**src/rtl/stc_pkg.sv**
```systemverilog
// Shared constants and types for the sensor thermal control block
package stc_pkg;

    // ------------------------------------------------------------
    // Widths and clock
    // ------------------------------------------------------------
    localparam int unsigned TEMP_W   = 16;
    localparam int unsigned PWR_W    = 8;
    localparam int unsigned LVL_W    = 3;
    localparam int unsigned CLK_MHZ  = 100;

    // ------------------------------------------------------------
    // Timing: setpoint slew step, one LSB per step
    // ------------------------------------------------------------
    localparam int unsigned STEP_TIME_US = 10;
    localparam int unsigned STEP_CYC     = STEP_TIME_US * CLK_MHZ;

    // ------------------------------------------------------------
    // Regulation gain, as a left shift of the temperature error
    // ------------------------------------------------------------
    localparam int unsigned GAIN_SH = 3;

    // ------------------------------------------------------------
    // Five drive levels, off to high
    // ------------------------------------------------------------
    typedef enum logic [LVL_W-1:0] {
        LV_OFF     = 3'h0,
        LV_LOW     = 3'h1,
        LV_MID     = 3'h2,
        LV_MIDHIGH = 3'h3,
        LV_HIGH    = 3'h4
    } stc_level_t;

    // Duty per level; full scale means never low
    localparam logic [PWR_W-1:0] DUTY_OFF     = 8'h00;
    localparam logic [PWR_W-1:0] DUTY_LOW     = 8'h40;
    localparam logic [PWR_W-1:0] DUTY_MID     = 8'h80;
    localparam logic [PWR_W-1:0] DUTY_MIDHIGH = 8'hc0;
    localparam logic [PWR_W-1:0] DUTY_HIGH    = 8'hff;

    // ------------------------------------------------------------
    // Reset values
    // ------------------------------------------------------------
    localparam logic              COOLER_RST   = 1'b1;
    localparam stc_level_t        FAN_RST_LVL  = LV_HIGH;
    localparam stc_level_t        FAN_AUTO_LVL = LV_LOW;
    localparam stc_level_t        HEAT_RST_LVL = LV_OFF;
    localparam logic [TEMP_W-1:0] TARGET_RST   = 16'h0000;

    // ------------------------------------------------------------
    // Drive stage outputs
    // ------------------------------------------------------------
    typedef struct packed {
        logic cooler_pwm;
        logic fan_pwm;
        logic heater_pwm;
    } stc_drive_t;

endpackage

```
**src/rtl/stc_pwm.sv**
```systemverilog
// Pulse width generator for one drive stage
`timescale 1ns/1ps
module stc_pwm #(
    parameter int unsigned W = 8
) (
    // Clock and reset
    input  wire logic         clk_i,
    input  wire logic         sys_rst_i,
    // Duty and output
    input  wire logic [W-1:0] duty_i,
    output logic              pwm_o
);

    logic [W-1:0] cnt_r;
    logic [W-1:0] cnt_nxt;
    logic         pwm_nxt;

    // Counter wraps one short of full scale, so full duty stays high
    always_comb
    begin
        cnt_nxt = (cnt_r == {{(W-1){1'b1}}, 1'b0}) ? '0 : cnt_r + 1'b1;
        pwm_nxt = (cnt_r < duty_i);
    end

    always_ff @(posedge clk_i or posedge sys_rst_i)
    begin
        if (sys_rst_i)
        begin
            cnt_r <= '0;
            pwm_o <= 1'b0;
        end
        else
        begin
            cnt_r <= cnt_nxt;
            pwm_o <= pwm_nxt;
        end
    end

endmodule

```
**src/rtl/stc_thermal_ctrl.sv**
```systemverilog
// Cooler, fan and anti-fog heater control for a cooled sensor
//
// Operation
// - Out of reset the cooler is enabled with no host action.
// - A new target slews the setpoint gradually while temperature is always reported.
// - The fan has five levels from off to high, and high runs it at full speed.
// - Choosing fan off stops the fan and disables the cooler, so cooler power reads zero.
// - Enabling the cooler switches the fan on automatically.
// - The anti-fog heater has five levels from off to high.
`timescale 1ns/1ps
module stc_thermal_ctrl (
    // Clock and reset
    input  wire logic                        clk_i,
    input  wire logic                        sys_rst_i,
    // Host cooler control
    input  wire logic                        cooler_on_i,
    input  wire logic                        cooler_off_i,
    input  wire logic                        target_wr_i,
    input  wire logic [stc_pkg::TEMP_W-1:0]  target_temp_i,
    // Host fan and heater control
    input  wire logic                        fan_wr_i,
    input  wire logic [stc_pkg::LVL_W-1:0]   fan_level_i,
    input  wire logic                        heater_wr_i,
    input  wire logic [stc_pkg::LVL_W-1:0]   heater_level_i,
    // Temperature measurement, same clock
    input  wire logic                        sensor_valid_i,
    input  wire logic [stc_pkg::TEMP_W-1:0]  sensor_temp_i,
    // Status
    output logic                             cooler_on_o,
    output logic [stc_pkg::TEMP_W-1:0]       current_temp_o,
    output logic [stc_pkg::TEMP_W-1:0]       setpoint_o,
    output logic [stc_pkg::PWR_W-1:0]        cooler_power_o,
    output logic [stc_pkg::LVL_W-1:0]        fan_level_o,
    output logic [stc_pkg::LVL_W-1:0]        heater_level_o,
    // Drive stages
    output stc_pkg::stc_drive_t              drive_o
);

    // ------------------------------------------------------------
    // Helpers
    // ------------------------------------------------------------
    function automatic stc_pkg::stc_level_t clamp_level(input logic [stc_pkg::LVL_W-1:0] v);
        clamp_level = (v > stc_pkg::LV_HIGH) ? stc_pkg::LV_HIGH : stc_pkg::stc_level_t'(v);
    endfunction

    function automatic logic [stc_pkg::PWR_W-1:0] level_duty(input stc_pkg::stc_level_t l);
        case (l)
            stc_pkg::LV_LOW:     level_duty = stc_pkg::DUTY_LOW;
            stc_pkg::LV_MID:     level_duty = stc_pkg::DUTY_MID;
            stc_pkg::LV_MIDHIGH: level_duty = stc_pkg::DUTY_MIDHIGH;
            stc_pkg::LV_HIGH:    level_duty = stc_pkg::DUTY_HIGH;
            default:             level_duty = stc_pkg::DUTY_OFF;
        endcase
    endfunction

    // ------------------------------------------------------------
    // Cooler enable and level settings
    // ------------------------------------------------------------
    logic                cooler_en_r;
    logic                cooler_en_nxt;
    stc_pkg::stc_level_t fan_lvl_r;
    stc_pkg::stc_level_t fan_lvl_nxt;
    stc_pkg::stc_level_t heat_lvl_r;
    stc_pkg::stc_level_t heat_lvl_nxt;

    always_comb
    begin
        cooler_en_nxt = cooler_en_r;
        fan_lvl_nxt   = fan_lvl_r;
        heat_lvl_nxt  = heat_lvl_r;
        if (fan_wr_i)
        begin
            fan_lvl_nxt = clamp_level(fan_level_i);
        end
        if (heater_wr_i)
        begin
            heat_lvl_nxt = clamp_level(heater_level_i);
        end
        if (cooler_on_i)
        begin
            cooler_en_nxt = 1'b1;
        end
        else if (cooler_off_i)
        begin
            cooler_en_nxt = 1'b0;
        end
        // Explicit fan off wins over a same-cycle cooler on: never cool unventilated
        if (fan_wr_i && fan_lvl_nxt == stc_pkg::LV_OFF)
        begin
            cooler_en_nxt = 1'b0;
        end
        else if (cooler_en_nxt && fan_lvl_nxt == stc_pkg::LV_OFF)
        begin
            fan_lvl_nxt = stc_pkg::FAN_AUTO_LVL;
        end
    end

    always_ff @(posedge clk_i or posedge sys_rst_i)
    begin
        if (sys_rst_i)
        begin
            cooler_en_r <= stc_pkg::COOLER_RST;
            fan_lvl_r   <= stc_pkg::FAN_RST_LVL;
            heat_lvl_r  <= stc_pkg::HEAT_RST_LVL;
        end
        else
        begin
            cooler_en_r <= cooler_en_nxt;
            fan_lvl_r   <= fan_lvl_nxt;
            heat_lvl_r  <= heat_lvl_nxt;
        end
    end

    // ------------------------------------------------------------
    // Target, slewed setpoint, measured temperature, cooler power
    // ------------------------------------------------------------
    localparam logic [15:0] STEP_LAST = 16'(stc_pkg::STEP_CYC - 1);

    logic signed [stc_pkg::TEMP_W-1:0] target_r;
    logic signed [stc_pkg::TEMP_W-1:0] target_nxt;
    logic signed [stc_pkg::TEMP_W-1:0] setpt_r;
    logic signed [stc_pkg::TEMP_W-1:0] setpt_nxt;
    logic signed [stc_pkg::TEMP_W-1:0] temp_r;
    logic signed [stc_pkg::TEMP_W-1:0] temp_nxt;
    logic [15:0]                       step_cnt_r;
    logic [15:0]                       step_cnt_nxt;
    logic [stc_pkg::PWR_W-1:0]         power_r;
    logic [stc_pkg::PWR_W-1:0]         power_nxt;
    logic                              step_tick;
    logic signed [stc_pkg::TEMP_W:0]   err;
    logic signed [stc_pkg::TEMP_W+8:0] err_sh;

    assign step_tick = (step_cnt_r == STEP_LAST);

    always_comb
    begin
        target_nxt   = target_wr_i ? $signed(target_temp_i) : target_r;
        step_cnt_nxt = step_tick ? 16'h0000 : step_cnt_r + 16'h0001;
        setpt_nxt    = setpt_r;
        // One LSB per step keeps the sensor from a thermal shock
        if (step_tick && setpt_r < target_r)
        begin
            setpt_nxt = setpt_r + 16'sh0001;
        end
        else if (step_tick && setpt_r > target_r)
        begin
            setpt_nxt = setpt_r - 16'sh0001;
        end
        temp_nxt = sensor_valid_i ? $signed(sensor_temp_i) : temp_r;
        err      = {temp_r[stc_pkg::TEMP_W-1], temp_r} - {setpt_r[stc_pkg::TEMP_W-1], setpt_r};
        err_sh   = {{8{err[stc_pkg::TEMP_W]}}, err} <<< stc_pkg::GAIN_SH;
        if (!cooler_en_r || err <= 0)
        begin
            power_nxt = '0;
        end
        else if (err_sh > 25'sd255)
        begin
            power_nxt = 8'hff;
        end
        else
        begin
            power_nxt = err_sh[stc_pkg::PWR_W-1:0];
        end
    end

    always_ff @(posedge clk_i or posedge sys_rst_i)
    begin
        if (sys_rst_i)
        begin
            target_r   <= stc_pkg::TARGET_RST;
            setpt_r    <= stc_pkg::TARGET_RST;
            temp_r     <= '0;
            step_cnt_r <= 16'h0000;
            power_r    <= '0;
        end
        else
        begin
            target_r   <= target_nxt;
            setpt_r    <= setpt_nxt;
            temp_r     <= temp_nxt;
            step_cnt_r <= step_cnt_nxt;
            power_r    <= power_nxt;
        end
    end

    // ------------------------------------------------------------
    // Drive stages and status
    // ------------------------------------------------------------
    logic cool_pwm;
    logic fan_pwm;
    logic heat_pwm;

    stc_pwm #(.W(stc_pkg::PWR_W)) u_cool_pwm (
        .clk_i     (clk_i),
        .sys_rst_i (sys_rst_i),
        .duty_i    (power_r),
        .pwm_o     (cool_pwm)
    );

    stc_pwm #(.W(stc_pkg::PWR_W)) u_fan_pwm (
        .clk_i     (clk_i),
        .sys_rst_i (sys_rst_i),
        .duty_i    (level_duty(fan_lvl_r)),
        .pwm_o     (fan_pwm)
    );

    stc_pwm #(.W(stc_pkg::PWR_W)) u_heat_pwm (
        .clk_i     (clk_i),
        .sys_rst_i (sys_rst_i),
        .duty_i    (level_duty(heat_lvl_r)),
        .pwm_o     (heat_pwm)
    );

    assign drive_o        = '{cooler_pwm: cool_pwm, fan_pwm: fan_pwm, heater_pwm: heat_pwm};
    assign cooler_on_o    = cooler_en_r;
    assign current_temp_o = temp_r;
    assign setpoint_o     = setpt_r;
    assign cooler_power_o = power_r;
    assign fan_level_o    = fan_lvl_r;
    assign heater_level_o = heat_lvl_r;
endmodule

```
**config.mk**
```make
export PLATFORM = sky130hd
export DESIGN_NAME = stc_thermal_ctrl
export DESIGN_NICKNAME = d
export VERILOG_FILES = /design/src/rtl/stc_pkg.sv /design/src/rtl/stc_pwm.sv /design/src/rtl/stc_thermal_ctrl.sv
export SDC_FILE = /design/constraint.sdc
export NUM_CORES = 1
export LEC_CHECK = 0
export BUFFER_PORTS_ARGS = -buffer_cell sky130_fd_sc_hd__buf_2
export CORE_ASPECT_RATIO = 2
export CORE_MARGIN = 1.5
export CORE_UTILIZATION = 30
export DETAILED_ROUTE_END_ITERATION = 6
export GPL_TIMING_DRIVEN = 0
export HOLD_SLACK_MARGIN = 0.15
export PLACE_DENSITY = 0.52
export SETUP_SLACK_MARGIN = 0.4
export SYNTH_ARGS = -nofsm -noshare
export SYNTH_HDL_FRONTEND = slang
export SYNTH_SLANG_ARGS = --single-unit
export TNS_END_PERCENT = 50
```
**constraint.sdc**
```tcl
create_clock -name clk_i -period 5.55 [get_ports clk_i]
set_input_delay 1.11 -clock clk_i [delete_from_list [all_inputs] [get_ports clk_i]]
set_output_delay 1.11 -clock clk_i [all_outputs]
set_load 0.01 [all_outputs]
```
==> key figures <==
Drt
  – Via Count: approximately 5500
  – Initial drt markers: 140
  – Residual DRC: 0
  – Antenna-violating nets left: 0
  – Drt via density: 4.95
  – DR WL/cell: between 15 and 20 um
  – DRT Pass-1 Iters: 5
  – Routed WL: 17300 um

Die
  – Chip width: 109 um
  – Ports: 96
  – Die area: around 24000 um^2
  – Starting Density: 0.306
  – Core Area: roughly 22000 um^2
  – Rows: 77
  – Die Span Y: about 220 um

Setup path
  – Worst-path maximum fanout: 17
  – CP startpoint kind: flop
  – Critical Path RT: between 5000 and 6000 ps
  – Crit Path Category: reg -> reg
  – Endpoint class of the critical path: flop
  – Crit path DAT: between 4000 and 5000 ps

Clock network
  – H-tree levels: 3
  – CTS buffer count: 9
  – Clock buffer depth: 2
  – Clock latency on the worst-skew pair: approximately 360 ps
  – TritonCTS clock tree: built
  – CTS root buffer: clkbuf_16
  – CTS Hold Buffers Added: 0
  – Worst-path clk slew: 70 ps
  – CTS sink cnt: between 100 and 150
  – Post-CTS Repair Setup Buffers: 0

Global routing
  – Met2 Resource Use GR: 0.315
  – GRT overflow: 0
  – Met1 Use GR: 0.142
  – Vias in the first global route: 5805
  – First-pass GRT wire length: 28000 um
  – Initial antenna violation count: 0
  – Most Crowded Layer GR: met2
  – Largest net degree at the start of global routing: just over 60
  – GRT Overall Usage: 0.156
  – Met3 Track Usage GR: 0.0211

STA
  – Final worst setup slack: 816 ps
  – Setup-failing EPs final: 0
  – Min Hold Slack: approximately 470 ps
  – Fin. Hold Viols: 0
  – Period utilisation layout: 0.853
  – Clock Skews: between 8 and 9 ps
  – Max_slew headroom: 0.473
  – Fin crit period: about 4700 ps
  – Slew @ Worst Pin: 791 ps
  – Unrepaired setup endpoints after global routing: true
  – Setup TNS Final: 0 ps
  – Max Fclk: 211 MHz
  – Fin. max-slew vios: 0

Logic synthesis
  – EDFF count, synth: 0
  – Synthesized area: slightly below 7000 um^2
  – Synth top area cells: dfrtp_1 (38%), ha_1 (14%), o21ai_0 (4.3%)
  – Syn nets: 850
  – Area share of the largest cell type after synthesis: 0.377
  – Syn. warnings: 0
  – Mapped Cells: about 730
  – Mapped Avg Cell Area: 9.31 um^2
  – Most used DFF post-synth: dfrtp_1
  – Post-synth top area cell: dfrtp_1
  – Post-synthesis sequential area ratio: 0.385
  – Asr flop ratio synth: 1.00
  – Post-synthesis cell type count: 74
  – Post-synthesis register bit count: around 100

Placement
  – Port Buffers: 94
  – Cell Area, Placed: 7620 um^2
  – Place WS: ~320 ps
  – Dpl cells: 1098
  – Placer Congestion: between 0.8 and 0.9
  – HPWL Detailed: 14000 um

Cells and area
  – Final net count: about 960
  – Most frequent cells in the layout: dfrtp_1 (102), buf_2 (97), ha_1 (75)
  – Post-layout util: 0.357
  – Most common cell after layout, fill and taps aside: dfrtp_1
  – # diodes: 0
  – Area grow syn2layout: 16.7%
  – Final instance area: 7900 um^2
  – Fraction of layout cells with a size suffix above 1: 0.190
  – Finished Layout Cells: 1114

Outcome
  – Status: finished clean

Power
  – Pleak: between 3 and 4 nW
  – VDD IR max: about 0.14 mV
  – Tot Pwr: approximately 1.8 mW
  – Pwr Density: 225 nW/um^2

Flow run
  – Max-Cap Viols: 0

Worst hold path
  – Type of the worst min-delay path: reg -> reg
## power breakdown
group / switching (mW) / total [mW] / internal [mW]
clock network: 0.295 / 0.614 / 0.318
logic: 0.193 / 0.343 / 0.150
registers: 0.0238 / 0.819 / 0.795
total: 0.513 / 1.78 / 1.26
## path summary, 6_finish.rpt
| check | startpoint | end | slack [ps] | depth (start not counted) |
|---|---|---|---|---|
| max | setpoint_o[9]$_DFFE_PP0P_ | setpoint_o[9]$_DFFE_PP0P_ | 820 | 16 |
| min | step_cnt_r[0]$_DFF_PP0_ | step_cnt_r[0]$_DFF_PP0_ | 470 | 1 |
| max reg2reg | setpoint_o[9]$_DFFE_PP0P_ | setpoint_o[9]$_DFFE_PP0P_ | 820 | 16 |
| min reg2reg | step_cnt_r[0]$_DFF_PP0_ | step_cnt_r[0]$_DFF_PP0_ | 470 | 1 |
| max in group asynchronous | sys_rst_i | target_r[2]$_DFFE_PP0P_ | 4020 | 3 |
| min in group asynchronous | sys_rst_i | u_fan_pwm.pwm_o$_DFF_PP0_ | 810 | 2 |
## Yosys cell counts, drive strengths merged, types with 7 or more instances
master,number
inv,65
nand4,7
clkbuf,7
dfrtp,102
o21a,13
a211oi,10
ha,75
nand3,23
mux2i,7
o31ai,8
o21ai,60
a21o,12
nor2,67
nand2,62
nor3,8
xor2,26
nand2b,9
nor2b,7
xnor2,17
mux2,16
buf,10
a21oi,44
## critical path, stage by stage, from the launching register on
cell	delay [ps]
dfrtp_1	490
ha_1	350
a21oi_1	150
nor2_1	60
a211oi_1	270
o21ai_1	140
o31a_1	360
o21ai_2	640
ha_1	380
a211oi_1	260
o21ai_0	140
a21oi_1	260
o21ai_0	290
a21o_1	260
a21oi_1	180
xor2_1	90
o21ai_0	290
## cell type report
type	instances	area (um^2)
Multi-Input combinational cell	541	3840
Tap cell	276	345
Buffer	17	95.1
Clock inverter	4	28.8
Fill cell	2336	14300
Inverter	65	246
Clock buffer	12	246
Timing Repair Buffer	95	498
Sequential cell	104	2610
## what timing repair did
| action | in CTS | in global routing |
|---|---|---|
| setup endpoints to repair | 4 | 5 |
| resized for setup | 1 | 1 |
| hold endpoints to repair | 0 | 0 |
## cells by family (layout without fill, tap and decap cells)
logic type | count (synthesis) | in the layout | synth area share
DFF | 104 | 104 | 0.385
buffers and inverters | 82 | 193 | 0.0501
and+or+nand+nor | 219 | 219 | 0.158
xor gates and xnor gates | 43 | 43 | 0.0556
AOI/OAI and AO/OA | 179 | 179 | 0.170
muxes | 23 | 23 | 0.0370
adders and majority gates | 77 | 77 | 0.144
## flip-flops by register name, indices dropped and copies added (netlist names)
name and flops:
u_cool_pwm.pwm_o 1, u_heat_pwm.cnt_r 8, u_fan_pwm.cnt_r 8, target_r 16, u_cool_pwm.cnt_r 8, u_heat_pwm.pwm_o 1
step_cnt_r 16, u_fan_pwm.pwm_o 1, fan_level_o 3, cooler_power_o 6, cooler_on_o 1, current_temp_o 16
heater_level_o 3, setpoint_o 16
## routing by layer
metal  wire (um)  part of all wire  up-vias
met5           0                 0        -
li1            -                 -     2753
met1        5980              0.35     2628
met2       10200              0.59       95
met4         708             0.041        0
met3         381             0.022       35
(Power assumes the default switching activity.)
